$ cat config.mk
export PLATFORM = sky130hd
export DESIGN_NAME = list_command_a_status
export DESIGN_NICKNAME = d
export VERILOG_FILES = /design/src/list_command_a_pkg.sv /design/src/trip_detect.sv /design/src/list_command_a_status.sv
export SDC_FILE = /design/constraint.sdc
export NUM_CORES = 1
export LEC_CHECK = 0
export ABC_AREA = 1
export BUFFER_PORTS_ARGS = -buffer_cell sky130_fd_sc_hd__buf_2
export CORE_ASPECT_RATIO = 1.4
export CORE_MARGIN = 2
export CORE_UTILIZATION = 50
export DETAILED_ROUTE_END_ITERATION = 6
export PLACE_DENSITY = 0.8
export SYNTH_ARGS = -nofsm -noshare
export SYNTH_HDL_FRONTEND = slang
export SYNTH_SLANG_ARGS = --single-unit
$ cat constraint.sdc
create_clock -name ref_clk_in -period 4.7 [get_ports ref_clk_in]
set_input_delay 1.175 -clock ref_clk_in [delete_from_list [all_inputs] [get_ports ref_clk_in]]
set_output_delay 1.175 -clock ref_clk_in [all_outputs]
set_load 0.02 [all_outputs]
$ cat src/list_command_a_pkg.sv
// Purpose: shared constants and types for the set-point and status block
// Assumes: commands arrive already decoded as a code plus operands
// Notes:   values are in fixed-point engineering units chosen by firmware
package list_command_a_pkg;

  // ==========================================================================
  // command codes
  typedef enum logic [4:0] {
    CMD_NONE      = 5'h00,
    CMD_CURR      = 5'h01,
    CMD_VOLT      = 5'h02,
    CMD_POW       = 5'h03,
    CMD_RES       = 5'h04,
    CMD_LIST      = 5'h05,
    CMD_LOW_TRIP  = 5'h06,
    CMD_HIGH_TRIP = 5'h07,
    CMD_PSLEW_R   = 5'h08,
    CMD_PSLEW_F   = 5'h09,
    CMD_PSLEW_B   = 5'h0A,
    CMD_VSLEW_R   = 5'h0B,
    CMD_VSLEW_F   = 5'h0C,
    CMD_VSLEW_B   = 5'h0D,
    CMD_CLS       = 5'h0E,
    CMD_EVT_EN    = 5'h0F,
    CMD_EVT_RD    = 5'h10,
    CMD_OPC       = 5'h11,
    CMD_RST       = 5'h12,
    CMD_SRQ_EN    = 5'h13,
    CMD_SBYTE_RD  = 5'h14,
    CMD_IDN       = 5'h15
  } cmd_code_t;

  // ==========================================================================
  // widths, limits and defaults
  localparam int VAL_W = 16;
  localparam logic [VAL_W-1:0] SET_MIN   = 16'h0000;
  localparam logic [VAL_W-1:0] SET_MAX   = 16'hFFFF;
  localparam logic [VAL_W-1:0] SLEW_MIN  = 16'h0001;
  localparam logic [VAL_W-1:0] SLEW_MAX  = 16'h03E8;
  localparam int SLEW_STEP_LOG2 = 3;
  localparam int TRIP_SAMPLES   = 4;

  // ==========================================================================
  // event status, status byte and questionable word bit positions
  localparam int EV_OPC = 0;
  localparam int EV_QYE = 2;
  localparam int EV_DDE = 3;
  localparam int EV_EXE = 4;
  localparam int EV_CME = 5;
  localparam int EV_PON = 7;
  localparam logic [7:0] EV_USED_MASK = 8'hBD;
  localparam int SB_QUES = 3;
  localparam int SB_MAV  = 4;
  localparam int SB_ESB  = 5;
  localparam int SB_RQS  = 6;
  localparam logic [7:0] SRQ_USED_MASK = 8'h38;
  localparam int QS_SOFT = 11;
  localparam int QS_HARD = 12;
  localparam int QS_HI_TRIP = 2;
  localparam logic [15:0] QS_SOFT_MASK = 16'h000E;
  localparam logic [15:0] QS_HARD_MASK = 16'h0071;

  // ==========================================================================
  // command request carrier
  typedef struct packed {
    cmd_code_t        code;
    logic [VAL_W-1:0] arg0;
    logic [VAL_W-1:0] arg1;
    logic [VAL_W-1:0] arg2;
    logic [VAL_W-1:0] arg3;
  } cmd_req_t;

  // trip settings carrier
  typedef struct packed {
    logic [VAL_W-1:0] low_lim;
    logic [VAL_W-1:0] high_lim;
  } trip_lim_t;

endpackage : list_command_a_pkg

$ cat src/trip_detect.sv
// Purpose: consecutive-sample voltage trip comparator
// Assumes: one voltage sample per sample_valid_in pulse
// Notes:   fault stays latched until clear_in
`timescale 1ns/10ps
module trip_detect
  import list_command_a_pkg::*;
#(
  parameter int SAMPLES = TRIP_SAMPLES,
  parameter bit ABOVE   = 1'b0
) (
  // clock and reset
  input  wire logic             ref_clk_in,
  input  wire logic             reset_n_in,
  // sample and limit
  input  wire logic             sample_valid_in,
  input  wire logic [VAL_W-1:0] sample_in,
  input  wire logic [VAL_W-1:0] limit_in,
  input  wire logic             clear_in,
  // latched fault
  output logic                  fault_out
);

  initial begin
    if (SAMPLES < 1 || SAMPLES > 255) $error("trip_detect: bad SAMPLES");
  end

  logic [7:0] run_ff;
  logic       beyond;

  assign beyond = ABOVE ? (sample_in > limit_in) : (sample_in < limit_in);

  // count consecutive beyond-limit samples, latch fault at threshold
  always_ff @(posedge ref_clk_in or negedge reset_n_in) begin
    if (!reset_n_in) begin
      run_ff    <= 8'h00;
      fault_out <= 1'b0;
    end else begin
      if (sample_valid_in) begin
        if (!beyond) begin
          run_ff <= 8'h00;
        end else if (run_ff < 8'(SAMPLES)) begin
          run_ff <= run_ff + 8'h01;
        end
      end
      if (sample_valid_in && beyond && run_ff == 8'(SAMPLES - 1)) begin
        fault_out <= 1'b1;
      end else if (clear_in) begin
        fault_out <= 1'b0;
      end
    end
  end

endmodule : trip_detect

$ cat src/list_command_a_status.sv
// Purpose: set-point, trip limit, slew and status reporting register bank
// Assumes: commands decoded upstream, one per cmd_valid_in pulse
// Notes:   answers come one cycle after the command is taken
`timescale 1ns/10ps
module list_command_a_status
  import list_command_a_pkg::*;
#(
  parameter int          TRIP_N   = TRIP_SAMPLES,
  parameter logic [15:0] IDN_MAKER  = 16'h1234, // arbitrary value
  parameter logic [15:0] IDN_MODEL  = 16'h0001, // arbitrary value
  parameter logic [15:0] IDN_SERIAL = 16'h0002, // arbitrary value
  parameter logic [15:0] IDN_FW     = 16'h0003  // arbitrary value
) (
  // clock and reset
  input  wire logic             ref_clk_in,
  input  wire logic             reset_n_in,
  // decoded command port
  input  wire logic             cmd_valid_in,
  input  wire cmd_req_t         cmd_in,
  input  wire logic             cmd_busy_in,
  // error event pulses from the parser
  input  wire logic             err_query_in,
  input  wire logic             err_device_in,
  input  wire logic             err_exec_in,
  input  wire logic             err_command_in,
  input  wire logic             msg_avail_in,
  input  wire logic [15:0]      ques_live_in,
  // voltage samples
  input  wire logic             sample_valid_in,
  input  wire logic [VAL_W-1:0] volt_sample_in,
  input  wire logic             fault_clear_in,
  // answers
  output logic                  resp_valid_out,
  output logic [63:0]           resp_data_out,
  output logic                  err_queue_clr_out,
  // settings toward regulation
  output logic [VAL_W-1:0]      curr_set_out,
  output logic [VAL_W-1:0]      volt_set_out,
  output logic [VAL_W-1:0]      pow_set_out,
  output logic [VAL_W-1:0]      res_set_out,
  output logic [VAL_W-1:0]      pslew_rise_out,
  output logic [VAL_W-1:0]      pslew_fall_out,
  output logic [VAL_W-1:0]      vslew_rise_out,
  output logic [VAL_W-1:0]      vslew_fall_out,
  output trip_lim_t             trip_lim_out,
  // protection and status
  output logic                  under_voltage_trip_out,
  output logic                  over_voltage_trip_out,
  output logic                  input_disconnect_out,
  output logic [15:0]           ques_word_out,
  output logic [7:0]            status_byte_out,
  output logic                  srq_out
);

  initial begin
    if (TRIP_N < 1 || TRIP_N > 255) $error("list_command_a_status: bad TRIP_N");
  end

  // ==========================================================================
  // command decode helpers
  logic take;
  logic is_rst;
  logic [7:0] event_status_ff;
  logic [7:0] event_enable_mask_ff;
  logic [7:0] service_request_enable_ff;
  logic       opc_pending_ff;
  logic       soft_fault_summary;
  logic       hard_fault_summary;
  logic       event_summary;
  logic [7:0] nxt_event_status;

  assign take   = cmd_valid_in;
  assign is_rst = take && cmd_in.code == CMD_RST;

  // clamp, round to nearest step; minimum wins below its midpoint
  function automatic logic [VAL_W-1:0] slew_fit(input logic [VAL_W-1:0] v);
    logic [VAL_W:0]   r;
    logic [VAL_W-1:0] q;
    r = {1'b0, v} + (VAL_W+1)'(1 << (SLEW_STEP_LOG2 - 1));
    q = VAL_W'((r >> SLEW_STEP_LOG2) << SLEW_STEP_LOG2);
    if (v <= SLEW_MIN || {1'b0, v, 1'b0} < (VAL_W+2)'(SLEW_MIN)
        + (VAL_W+2)'(1 << SLEW_STEP_LOG2)) begin
      slew_fit = SLEW_MIN;
    end else if (v >= SLEW_MAX || q > SLEW_MAX) begin
      slew_fit = SLEW_MAX;
    end else if (q < SLEW_MIN) begin
      slew_fit = SLEW_MIN;
    end else begin
      slew_fit = q;
    end
  endfunction : slew_fit

  // ==========================================================================
  // set-points
  always_ff @(posedge ref_clk_in or negedge reset_n_in) begin
    if (!reset_n_in) begin
      curr_set_out <= SET_MIN;
      volt_set_out <= SET_MIN;
      pow_set_out  <= SET_MIN;
      res_set_out  <= SET_MIN;
    end else if (is_rst) begin
      curr_set_out <= SET_MIN;
      volt_set_out <= SET_MIN;
      pow_set_out  <= SET_MIN;
      res_set_out  <= SET_MIN;
    end else if (take) begin
      case (cmd_in.code)
        CMD_CURR: curr_set_out <= cmd_in.arg0;
        CMD_VOLT: volt_set_out <= cmd_in.arg0;
        CMD_POW:  pow_set_out  <= cmd_in.arg0;
        CMD_RES:  res_set_out  <= cmd_in.arg0;
        CMD_LIST: begin
          curr_set_out <= cmd_in.arg0;
          volt_set_out <= cmd_in.arg1;
          pow_set_out  <= cmd_in.arg2;
          res_set_out  <= cmd_in.arg3;
        end
        default: ;
      endcase
    end
  end

  // slew rates
  always_ff @(posedge ref_clk_in or negedge reset_n_in) begin
    if (!reset_n_in) begin
      pslew_rise_out <= SLEW_MAX;
      pslew_fall_out <= SLEW_MAX;
      vslew_rise_out <= SLEW_MAX;
      vslew_fall_out <= SLEW_MAX;
    end else if (is_rst) begin
      pslew_rise_out <= SLEW_MAX;
      pslew_fall_out <= SLEW_MAX;
      vslew_rise_out <= SLEW_MAX;
      vslew_fall_out <= SLEW_MAX;
    end else if (take) begin
      case (cmd_in.code)
        CMD_PSLEW_R: pslew_rise_out <= slew_fit(cmd_in.arg0);
        CMD_PSLEW_F: pslew_fall_out <= slew_fit(cmd_in.arg0);
        CMD_PSLEW_B: begin
          pslew_rise_out <= slew_fit(cmd_in.arg0);
          pslew_fall_out <= slew_fit(cmd_in.arg1);
        end
        CMD_VSLEW_R: vslew_rise_out <= slew_fit(cmd_in.arg0);
        CMD_VSLEW_F: vslew_fall_out <= slew_fit(cmd_in.arg0);
        CMD_VSLEW_B: begin
          vslew_rise_out <= slew_fit(cmd_in.arg0);
          vslew_fall_out <= slew_fit(cmd_in.arg1);
        end
        default: ;
      endcase
    end
  end

  // trip limits
  always_ff @(posedge ref_clk_in or negedge reset_n_in) begin
    if (!reset_n_in) begin
      trip_lim_out <= '{default: SET_MAX};
    end else if (is_rst) begin
      trip_lim_out <= '{default: SET_MAX};
    end else if (take && cmd_in.code == CMD_LOW_TRIP) begin
      trip_lim_out.low_lim <= cmd_in.arg0;
    end else if (take && cmd_in.code == CMD_HIGH_TRIP) begin
      trip_lim_out.high_lim <= cmd_in.arg0;
    end
  end

  // ==========================================================================
  // voltage trip detectors
  trip_detect #(.SAMPLES(TRIP_N), .ABOVE(1'b0)) low_trip_det (
    .ref_clk_in      (ref_clk_in),
    .reset_n_in      (reset_n_in),
    .sample_valid_in (sample_valid_in),
    .sample_in       (volt_sample_in),
    .limit_in        (trip_lim_out.low_lim),
    .clear_in        (fault_clear_in),
    .fault_out       (under_voltage_trip_out)
  );

  trip_detect #(.SAMPLES(TRIP_N), .ABOVE(1'b1)) high_trip_det (
    .ref_clk_in      (ref_clk_in),
    .reset_n_in      (reset_n_in),
    .sample_valid_in (sample_valid_in),
    .sample_in       (volt_sample_in),
    .limit_in        (trip_lim_out.high_lim),
    .clear_in        (fault_clear_in),
    .fault_out       (over_voltage_trip_out)
  );

  assign input_disconnect_out = under_voltage_trip_out
                              | over_voltage_trip_out;

  // ==========================================================================
  // questionable word with fault summaries
  assign soft_fault_summary = |(ques_live_in & QS_SOFT_MASK);
  assign hard_fault_summary = |(ques_live_in & QS_HARD_MASK);
  always_comb begin
    ques_word_out          = ques_live_in;
    ques_word_out[QS_HI_TRIP] = ques_live_in[QS_HI_TRIP]
                              | over_voltage_trip_out;
    ques_word_out[QS_SOFT] = soft_fault_summary | over_voltage_trip_out;
    ques_word_out[QS_HARD] = hard_fault_summary;
  end

  // ==========================================================================
  // event status: sets win over clears
  always_comb begin
    nxt_event_status = event_status_ff;
    if (take && (cmd_in.code == CMD_CLS || cmd_in.code == CMD_EVT_RD)) begin
      nxt_event_status = 8'h00;
    end
    if (take && cmd_in.code == CMD_OPC) begin
      nxt_event_status[EV_OPC] = 1'b0;
    end
    if (opc_pending_ff && !cmd_busy_in) begin
      nxt_event_status[EV_OPC] = 1'b1;
    end
    if (err_query_in)   nxt_event_status[EV_QYE] = 1'b1;
    if (err_device_in)  nxt_event_status[EV_DDE] = 1'b1;
    if (err_exec_in)    nxt_event_status[EV_EXE] = 1'b1;
    if (err_command_in) nxt_event_status[EV_CME] = 1'b1;
    nxt_event_status = nxt_event_status & EV_USED_MASK;
  end

  always_ff @(posedge ref_clk_in or negedge reset_n_in) begin
    if (!reset_n_in) begin
      event_status_ff <= 8'(1 << EV_PON); // power-on bit
    end else begin
      event_status_ff <= nxt_event_status;
    end
  end

  // op-complete wait
  always_ff @(posedge ref_clk_in or negedge reset_n_in) begin
    if (!reset_n_in) begin
      opc_pending_ff <= 1'b0;
    end else if (take && cmd_in.code == CMD_OPC) begin
      opc_pending_ff <= 1'b1;
    end else if (!cmd_busy_in) begin
      opc_pending_ff <= 1'b0;
    end
  end

  // enable masks, no reset-command default
  always_ff @(posedge ref_clk_in or negedge reset_n_in) begin
    if (!reset_n_in) begin
      event_enable_mask_ff      <= 8'h00;
      service_request_enable_ff <= 8'h00;
    end else if (take && cmd_in.code == CMD_EVT_EN) begin
      event_enable_mask_ff <= cmd_in.arg0[7:0] & EV_USED_MASK;
    end else if (take && cmd_in.code == CMD_SRQ_EN) begin
      service_request_enable_ff <= cmd_in.arg0[7:0] & SRQ_USED_MASK;
    end
  end

  // ==========================================================================
  // status byte, live from its sources
  assign event_summary = |(event_status_ff & event_enable_mask_ff);
  always_comb begin
    status_byte_out          = 8'h00;
    status_byte_out[SB_QUES] = |ques_word_out;
    status_byte_out[SB_MAV]  = msg_avail_in;
    status_byte_out[SB_ESB]  = event_summary;
    status_byte_out[SB_RQS]  = |(status_byte_out & service_request_enable_ff);
  end
  assign srq_out = status_byte_out[SB_RQS];

  // ==========================================================================
  // answers
  always_ff @(posedge ref_clk_in or negedge reset_n_in) begin
    if (!reset_n_in) begin
      resp_valid_out    <= 1'b0;
      resp_data_out     <= 64'h0;
      err_queue_clr_out <= 1'b0;
    end else begin
      resp_valid_out    <= 1'b0;
      err_queue_clr_out <= take && cmd_in.code == CMD_CLS;
      if (take) begin
        case (cmd_in.code)
          CMD_EVT_RD: begin
            resp_valid_out <= 1'b1;
            resp_data_out  <= {56'h0, event_status_ff};
          end
          CMD_SBYTE_RD: begin
            resp_valid_out <= 1'b1;
            resp_data_out  <= {56'h0, status_byte_out};
          end
          CMD_IDN: begin
            resp_valid_out <= 1'b1;
            resp_data_out  <= {IDN_MAKER, IDN_MODEL,
                               IDN_SERIAL, IDN_FW};
          end
          default: ;
        endcase
      end
    end
  end

  // ==========================================================================
  // checks
  evt_read_clear_a: assert property (@(posedge ref_clk_in)
    disable iff (!reset_n_in)
    (take && cmd_in.code == CMD_EVT_RD && !err_query_in && !err_device_in
     && !err_exec_in && !err_command_in && !opc_pending_ff)
    |=> event_status_ff == 8'h00 && resp_valid_out)
    else $error("event status not cleared by read");

  srq_zero_a: assert property (@(posedge ref_clk_in)
    disable iff (!reset_n_in)
    service_request_enable_ff == 8'h00 |-> !srq_out)
    else $error("service request with zero enable");

  esb_sum_a: assert property (@(posedge ref_clk_in)
    disable iff (!reset_n_in)
    status_byte_out[SB_ESB] == |(event_status_ff & event_enable_mask_ff))
    else $error("event summary mismatch");

  slew_range_a: assert property (@(posedge ref_clk_in)
    disable iff (!reset_n_in)
    pslew_rise_out >= SLEW_MIN && pslew_rise_out <= SLEW_MAX
    && vslew_fall_out >= SLEW_MIN && vslew_fall_out <= SLEW_MAX)
    else $error("slew out of range");

  list_load_a: assert property (@(posedge ref_clk_in)
    disable iff (!reset_n_in)
    take && cmd_in.code == CMD_LIST
    |=> curr_set_out == $past(cmd_in.arg0) && res_set_out == $past(cmd_in.arg3))
    else $error("list load order wrong");

  rst_default_a: assert property (@(posedge ref_clk_in)
    disable iff (!reset_n_in)
    is_rst |=> pslew_fall_out == SLEW_MAX && volt_set_out == SET_MIN
    && trip_lim_out.low_lim == SET_MAX)
    else $error("reset defaults wrong");

  opc_clear_a: assert property (@(posedge ref_clk_in)
    disable iff (!reset_n_in)
    take && cmd_in.code == CMD_OPC && cmd_busy_in
    ##1 cmd_busy_in |-> !event_status_ff[EV_OPC])
    else $error("done bit not cleared");

  stb_layout_a: assert property (@(posedge ref_clk_in)
    disable iff (!reset_n_in)
    (status_byte_out & 8'h87) == 8'h00
    && srq_out == |(status_byte_out & service_request_enable_ff))
    else $error("status byte layout wrong");

endmodule : list_command_a_status

After elaboration in Yosys (flattened, before gate mapping). Cells that the tools add are included.

Add/sub/neg operators: 4. $lt $le $gt $ge: 14. Eq/ne operators: 27. Multiplexer cells: 53. Bitwise operators: 6. Reduce and logical (&&, ||, !) cells: 60.

Operator list (number): $mux 16 (28); $pmux 64 s3 (1); $pmux 16 s2 (5); $eq 5x4->1 const B (8); $lt 17x4->1 const B (2); $add 16x3->16 const B (2); $ge 16x10->1 const B (2); $gt 16x10->1 const B (2); $le 16x1->1 const B (2); $lt 16x1->1 const B (2); $mux 32 (1); $mux 8 (4); $eq 5x5->1 const B (6); $reduce_and 2->1 (13); $reduce_bool 2->1 (12); $reduce_bool 3->1 (7); $eq 5x3->1 const B (4); $add 8x1->8 const B (2); $eq 8x2->1 const B (2); $gt 16x16->1 (1); $lt 16x16->1 (1); $lt 8x3->1 const B (2); $reduce_or 8->1 (2); $reduce_or 15->1 (1); 16 further kinds (52).

Flip-flop bits (word level): 260. Bits of input ports: 112. Output and inout port bits: 254. Word-level logic and storage cells: 190.

Depth between registers and ports, before layout. Gate-level depths: netlist of run 1.

Depth after elaboration: 8. Depth in mapped cells: 15. Depth with buffers taken out: 15.

Modules after synthesis. From an unflattened synthesis of run 1, not the netlist that was laid out.

Cell total of the unflattened synthesis: 1388. Area total of the unflattened synthesis: 11183.2 µm².

Modules (own cells, without submodules): list_command_a_status (times used 1, cells an instance 1159, area an instance 9507.9 µm², sequential area each 4525.6 µm²); trip_detect (low_trip_det) (times used 1, cells an instance 112, area an instance 838.3 µm², sequential area each 225.2 µm²); trip_detect (high_trip_det) (times used 1, cells an instance 117, area an instance 837.1 µm², sequential area each 225.2 µm²).

Worst setup path after synthesis of run 1. OpenSTA, ideal clock, no wires.

Path type: input port to output port. Start point: input ques_live_in[2]. End point: output status_byte_out[6]. Data arrival time: 2695 ps. Data required time: 3525 ps. Setup slack: 830 ps. Stages: 8. Path buffers: 1. Path through: or2_2 > nor3_1 > inv_1 > nor2_1 > nand3_1 > nand2_1 > nand3_1 > buf_4.

Word-level cells in the longest chain between the ends: 5. Elaborated cells between the ends (all ways): 6. Those cells by class: bitwise (3); reduce/logical (3).

Ends and longest elaborated chain: from (decl) (line list_command_a_status.sv:27) `input wire logic [15:0] ques_live_in,`; $reduce_or 3->1 (line list_command_a_status.sv:194) `assign soft_fault_summary = |(ques_live_in & QS_SOFT_MASK);`; $or 1x1->1 (line list_command_a_status.sv:200) `ques_word_out[QS_SOFT] = soft_fault_summary | over_voltage_trip_out;`; net ques_word_out[11] (line list_command_a_status.sv:50) `output logic [15:0] ques_word_out,`; $reduce_or 15->1 (line list_command_a_status.sv:260) `status_byte_out[SB_QUES] = |ques_word_out;`; net status_byte_out[3] (line list_command_a_status.sv:51) `output logic [7:0] status_byte_out,`; $and 6x6->6 (line list_command_a_status.sv:263) `status_byte_out[SB_RQS] = |(status_byte_out & service_request_enable_ff);`; $reduce_or 8->1 (line list_command_a_status.sv:263); to (decl) (line list_command_a_status.sv:51).

The timed path passes the listed nets, and every way through them passes these cells.

Worst setup path in the final report of run 1.
Start point: input ques_live_in[0]. End point: output srq_out.

Word-level cells in the longest chain between the ends: 3.

Ends and longest elaborated chain: $reduce_or 15->1 (line list_command_a_status.sv:260); $and 6x6->6 (line list_command_a_status.sv:263); $reduce_or 8->1 (line list_command_a_status.sv:263); to (decl) (line list_command_a_status.sv:52) `output logic srq_out`.

No other way between the ends.

==> results of run 1 <==
[sequential cells by signal (all words and copies together), names as in the netlist, 8 cells and up]
signal                flops
trip_lim_out             32
high_trip_det.run_ff      8
res_set_out              16
pslew_fall_out           14
pow_set_out              16
vslew_fall_out           14
low_trip_det.run_ff       8
vslew_rise_out           14
curr_set_out             16
pslew_rise_out           14
resp_data_out             8
volt_set_out             16
[Yosys cell counts, types with 18 or more instances]
| library cell | n | area share, % |
|---|---|---|
| ha_1 | 41 | 4.8 |
| o21ai_0 | 92 | 4.3 |
| nand3_1 | 106 | 4.9 |
| nor2_1 | 111 | 3.9 |
| mux2_2 | 20 | 2.1 |
| buf_4 | 87 | 6.1 |
| dfrtp_1 | 139 | 32 |
| a21oi_1 | 42 | 1.9 |
| dfstp_2 | 57 | 14 |
| o211ai_1 | 18 | 1.3 |
| inv_1 | 164 | 5.7 |
| nand4_1 | 18 | 1.0 |
| nand2_1 | 323 | 11 |
[path summary, 6_finish.rpt]
check	from	to	slack, ns
hold reg to reg	vslew_fall_out[9]$_DFFE_PN1P_	vslew_fall_out[9]$_DFFE_PN1P_	0.47
hold / removal	vslew_fall_out[9]$_DFFE_PN1P_	vslew_fall_out[9]$_DFFE_PN1P_	0.47
max in group asynchronous	reset_n_in	pslew_fall_out[3]$_DFFE_PN1P_	2.84
setup reg to reg	trip_lim_out[9]$_DFFE_PN1P_	high_trip_det.run_ff[7]$_DFFE_PN0P_	2.48
setup / recovery	ques_live_in[0]	srq_out	1.06
min in group asynchronous	reset_n_in	res_set_out[15]$_DFFE_PN0P_	0.80
[cells in the final DEF, fill, tap and decap left out, types with 5 or more instances in the layout]
master	netlist	final
nand4_1	18	18
inv_2	12	12
clkbuf_16	0	17
nor3_1	12	12
nand2_1	323	323
conb_1	1	61
nor2_1	111	111
buf_2	13	301
o211ai_1	18	18
buf_4	87	7
dfrtp_1	139	139
o21ai_0	92	92
nor2_2	8	8
mux2_2	20	20
dfstp_2	57	57
o21ai_1	5	5
inv_1	164	164
ha_1	41	41
a31oi_1	15	15
bufinv_16	0	7
a21oi_1	42	42
nand3_1	106	106
[where the power goes]
part           switching [mW]  internal, mW
sequential              0.204          2.12
clock                   0.664          1.07
combinational            1.12         0.566
[final cells by class]
cell class	instances	area, sq um	share of cell area, %
Sequential cell	196	4980	38.8
Multi-Input combinational cell	906	4570	35.7
Timing Repair Buffer	309	1570	12.3
Inverter	178	671	5.23
Clock buffer	20	447	3.49
Tap cell	260	325	2.54
Clock inverter	12	249	1.94
Antenna cell	1	2.50	0.0195
[worst reg2reg max path, delay by kind of cell, from the launching register on]
family / cells / cell delay, ns
and+or+nand+nor: 6 / 0.85
AOI/OAI and AO/OA: 2 / 0.24
buffers and inverters: 2 / 0.20
DFF: 1 / 0.53
adders and majority gates: 1 / 0.29
[layer usage]
metal | vias up | routed length [microns] | GRT usage [%]
met1 | 4623 | 11900 | 31.1
met2 | 481 | 16400 | 50.5
li1 | 4700 | - | -
met5 | - | 0 | 0
met3 | 89 | 2060 | 5.19
met4 | 0 | 1430 | 13.8
[cell families after synthesis]
logic type / after synthesis / synth area share, %
AO/OA/AOI/OAI: 189 / 9.86
XOR/XNOR: 3 / 0.243
adder cells (fa/ha/maj): 41 / 4.75
buffers and inverters: 300 / 13.8
flip-flops: 196 / 46.1
multiplexers: 20 / 2.09
other: 1 / 0.0347
AND/OR/NAND/NOR: 592 / 23.1
[per-stage QoR]
step	cells	instance area (sq um)	util (%)	hold slack [ns]
final	1882	12800	60.4	0.467
after global routing	1882	12800	60.4	0.476
after CTS	1881	12800	60.4	0.468
after detailed placement	1849	12100	57.1	0.456
after global placement	1849	12100	57.1	0.457
after floorplan	1402	11000	-	0.441
==> flow_summary_export.csv, run 1 <==
group,metric,value,unit
outcome,outcome,"finished, final reports clean",
clock_network,post_cts_buffers,0,
grt,grt_use_total,27.9,%
grt,grt-ovfl-total,0,
run,drv_cap,0,
sta,period_needed,3.64,ns
clock_network,clock_latency,0.44,ns
sta,maxSlewViolCount,0,
setup_path,path_depth,8,
final_layout,area.growth.synth_to_final,18.7,%
die,fp.dieW,128,microns
clock_network,tritoncts,"built",
clock_network,clock-root-buffer,"clkbuf_16",
sta,setup_viol,0,
route,first_iter_violations,644,
die,coreArea,0.0212,sq mm
synthesis,syn_area,0.0108,sq mm
route,drt_wl_total,31800,microns
sta,worst_slack,1.06,ns
sta,hold_viol_final,0,
clock_network,post_cts_resized,0,
place,portBuffers,302,
clock_network,numCtsBuffers,17,
worst_hold_path,hold_depth,2,
die,ioPinCount,366,
setup_path,endpoint_kind,"primary output",
die,std_cell_rows,63,
synthesis,synth_edf_count,0,
sta,relSlewSlack,27.9,%
setup_path,crit_required,3.52,ns
place,hpwl,24600,microns
synthesis,synth_cells,1342,
synthesis,synthFlopType,"dfrtp_1",
route,vias,9893,
worst_hold_path,hp-class,"register to register",
synthesis,yosys.cell_types.count,44,
synthesis,syn_avg_cell_area,8.04,sq um
die,dieArea,0.0228,sq mm
power,peakVddDrop,0.330,mV
power,p_per_area,448,mW/mm^2
power,power.total,5.74,mW
setup_path,crit_family,"simple AND/OR/NAND/NOR gates",
sta,rsz0062_at_grt,"false",
route,drtAntennaViolNets,0,
place,gp_congestion,0.906,
synthesis,seq_area_frac_synth,46.1,%
sta,fin_crit_sh,77.5,%
setup_path,crit_path_start_kind,"input port",
route,wire_per_inst,16.9,microns
setup_path,slowest_delay,0.37,ns
clock_network,cts_hold_buffers,0,
clock_network,h-tree-depth,4,
grt,antenna_found_initial,1,
setup_path,crit_arrival,2.47,ns
route,drt-vias-per-instance,5.26,
final_layout,nets,1761,
die,start_util,50.9,%
final_layout,nFillCells,1858,
setup_path,slowest_stage,"nor4_1",
clock_network,clk_pin_slew_worst_paths,0.07,ns
grt,grt_pass1_wl,48900,microns
setup_path,worstPathMaxFanout,3,
sta,worst_pin_slew,1.08,ns
route,drtPass1Iterations,6,
sta,skew,0.00765,ns
power,p_leak,6.87,nW
synthesis,async_reset_ff_share,100,%
synthesis,synth_seq_cells,196,
sta,max_freq,275,MHz
final_layout,drive_gt1_share,27.6,%
route,remaining_drc_errors,0,
clock_network,max-clock-path-buffers,2,
grt,grt_max_degree,97,
setup_path,path_cells,"buf_2 > nor4_1 > nand2_1 > nor2_1 > nand3_1 > nand2_1 > nand3_1 > buf_2",
clock_network,cts.sinks,196,
setup_path,path_buf_inv,2,
setup_path,r2r_cells,11,
grt,grt_pass1_vias,9596,
die,dieHeight,178,microns
place,dp_slack,0.968,ns
sta,fin_setup_tns,0,ns
synthesis,yosysWarnings,0,
setup_path,crit_type,"input port to primary output",
No activity file was read; power rests on OpenSTA's default activity.
==> inputs of run 2 (changes only) <==
--- a/config.mk
+++ b/config.mk
@@ -9,9 +9,9 @@
 export BUFFER_PORTS_ARGS = -buffer_cell sky130_fd_sc_hd__buf_2
 export CORE_ASPECT_RATIO = 1.4
 export CORE_MARGIN = 2
-export CORE_UTILIZATION = 50
+export CORE_UTILIZATION = 46
 export DETAILED_ROUTE_END_ITERATION = 6
-export PLACE_DENSITY = 0.8
+export PLACE_DENSITY = 0.77
 export SYNTH_ARGS = -nofsm -noshare
 export SYNTH_HDL_FRONTEND = slang
 export SYNTH_SLANG_ARGS = --single-unit
==> constraint.sdc (replaced) <==
create_clock -name ref_clk_in -period 3.25 [get_ports ref_clk_in]
set_input_delay 0.8125 -clock ref_clk_in [delete_from_list [all_inputs] [get_ports ref_clk_in]]
set_output_delay 0.8125 -clock ref_clk_in [all_outputs]
set_load 0.02 [all_outputs]
==> run 2 against run 1 <==
Against the previous run:
- routed wire length down 0.76%
- sequential share of layout area down 0.16 points
- cell count up 3.0%
- power up 38%
- clock power up 21%
- setup slack worse by 0.78 ns
- critical path depth unchanged
- combinational power up 45%
- clock skew down 0.0012 ns
- register-to-register slack worse by 1.5 ns
- utilization down 4.8 points
- clock-buffer cell count down 2
- critical endpoint is now status_byte_out[6]
- largest cell class unchanged
- largest power group unchanged
==> flow_summary_export.csv, run 2 (synthesis results as in run 1) <==
group,metric,value,unit
outcome,outcome,"finished, final reports clean",
sta,worst_pin_slew,0.698,ns
setup_path,worstPathMaxFanout,3,
clock_network,clock_latency,0.44,ns
final_layout,top_register,"trip_lim_out",
setup_path,crit_arrival,2.16,ns
place,dp_slack,0.215,ns
clock_network,numCtsBuffers,17,
clock_network,max-clock-path-buffers,2,
final_layout,mostFrequentLayoutCell,"nand2_1",
grt,grt_max_degree,81,
grt,grt_pass1_wl,49400,microns
place,gp_congestion,0.900,
setup_path,endpoint_kind,"primary output",
sta,worst_slack,0.275,ns
worst_hold_path,hp-class,"input port to async pin",
final_layout,seqCellArea,0.00498,sq mm
final_layout,nets,1772,
clock_network,clock-root-buffer,"clkbuf_16",
setup_path,path_buf_inv,2,
clock_network,cts_hold_buffers,0,
route,vias,9879,
grt,grt_pass1_vias,9518,
setup_path,path_cells,"buf_2 > nor4_1 > nand2_1 > nor2_1 > nand3_1 > nand2_1 > nand3_1 > buf_2",
final_layout,nFillCells,2117,
setup_path,slowest_delay,0.39,ns
sta,fin_setup_tns,0,ns
final_layout,utilization,55.6,%
sta,skew,0.00647,ns
sta,setup_viol,0,
sta,max_freq,336,MHz
die,fp.dieW,133,microns
final_layout,drive_gt1_share,28.2,%
route,drtPass1Iterations,7,
clock_network,h-tree-depth,4,
sta,rsz0062_at_grt,"false",
sta,holdWs,0.426,ns
place,hpwl,25000,microns
route,first_iter_violations,586,
final_layout,multi_input_area,0.00457,sq mm
power,p_per_area,614,mW/mm^2
die,ioPinCount,366,
final_layout,largest_reg_flops,32,
die,start_util,46.7,%
die,std_cell_rows,66,
route,drt-vias-per-instance,5.09,
clock_network,clk_pin_slew_worst_paths,0.07,ns
route,drt_wl_total,31600,microns
grt,antenna_found_initial,1,
die,coreArea,0.0231,sq mm
power,p_leak,6.89,nW
route,drtAntennaViolNets,0,
route,remaining_drc_errors,0,
place,portBuffers,302,
setup_path,crit_required,2.44,ns
grt,grt-ovfl-total,0,
die,dieHeight,185,microns
sta,maxSlewViolCount,0,
setup_path,crit_path_start_kind,"input port",
setup_path,crit_family,"simple AND/OR/NAND/NOR gates",
setup_path,crit_type,"input port to primary output",
clock_network,cts.sinks,196,
clock_network,tritoncts,"built",
die,dieArea,0.0247,sq mm
route,wire_per_inst,16.3,microns
grt,use_met3,4.63,%
run,drv_cap,0,
grt,gr-usage-met2,46.7,%
sta,relSlewSlack,53.5,%
final_layout,final_cell_mix,"nand2_1 (323), buf_2 (301), inv_1 (164)",
clock_network,post_cts_buffers,0,
sta,hold_viol_final,0,
grt,grt_most_used_layer,"met2",
power,peakVddDrop,0.481,mV
setup_path,slowest_stage,"nor4_1",
grt,met1_usage,28.2,%
sta,fin_crit_sh,91.5,%
grt,grt_use_total,25.6,%
clock_network,post_cts_resized,0,
final_layout,area.growth.synth_to_final,19.2,%
sta,period_needed,2.97,ns
[run 2: cell types whose count changed in the layout (fill, tap and decap cells not counted), moves of 2 or more]
cell | before | now
bufinv_16 | 7 | 1
clkbuf_1 | 2 | 0
inv_8 | 0 | 3
buf_4 | 7 | 16
buf_12 | 0 | 2
inv_4 | 1 | 5
[run 2: area by class of cell]
cell class / count / area share [%]
inverter: 178 / 5.21
timing repair buffer: 320 / 13.1
multi-input combinational: 906 / 35.5
clock buffer: 18 / 3.41
clock inverter: 14 / 1.12
antenna: 1 / 0.0195
sequential: 196 / 38.7
tap: 306 / 2.98
[run 2: path summary, 6_finish.rpt]
kind | startpoint | to | slack [ns] | depth (start not counted)
max | ques_live_in[0] | status_byte_out[6] | 0.28 | 8
min | reset_n_in | curr_set_out[8]$_DFFE_PN0P_ | 0.43 | 1
max reg2reg | trip_lim_out[9]$_DFFE_PN1P_ | high_trip_det.run_ff[3]$_DFFE_PN0P_ | 1.03 | 11
min reg2reg | pslew_fall_out[3]$_DFFE_PN1P_ | pslew_fall_out[3]$_DFFE_PN1P_ | 0.47 | 2
max in group asynchronous | reset_n_in | vslew_rise_out[6]$_DFFE_PN1P_ | 2.05 | 2
min in group ref_clk_in | pslew_fall_out[3]$_DFFE_PN1P_ | pslew_fall_out[3]$_DFFE_PN1P_ | 0.47 | 2
[run 2: worst register-to-register path: cells and delay by family (launching register included)]
family / cells / cell delay (ns)
AOI/OAI and AO/OA: 2 / 0.24
buffers and inverters: 2 / 0.20
adders and majority gates: 1 / 0.28
DFF: 1 / 0.53
and+or+nand+nor: 6 / 0.86
[run 2: stage by stage]
stage	cell area [sq um]	instances	power, mW
after floorplan	11000	1402	4.97
after detailed placement	12300	1906	5.83
after CTS	12900	1938	7.95
final	12900	1939	7.90
after global placement	12300	1906	5.75
after global routing	12900	1939	8.32
[run 2: power breakdown]
part	total, mW	switching, mW	internal, mW
sequential	3.35	0.288	3.06
clock	2.10	0.998	1.10
combinational	2.45	1.62	0.827
[run 2: metal layers]
metal	vias up	part of all wire (%)	routed length, microns
li1	4719	-	-
met1	4630	38	11800
met2	446	52	16300
met3	84	6.2	1950
met4	0	4.7	1480
met5	-	0	0
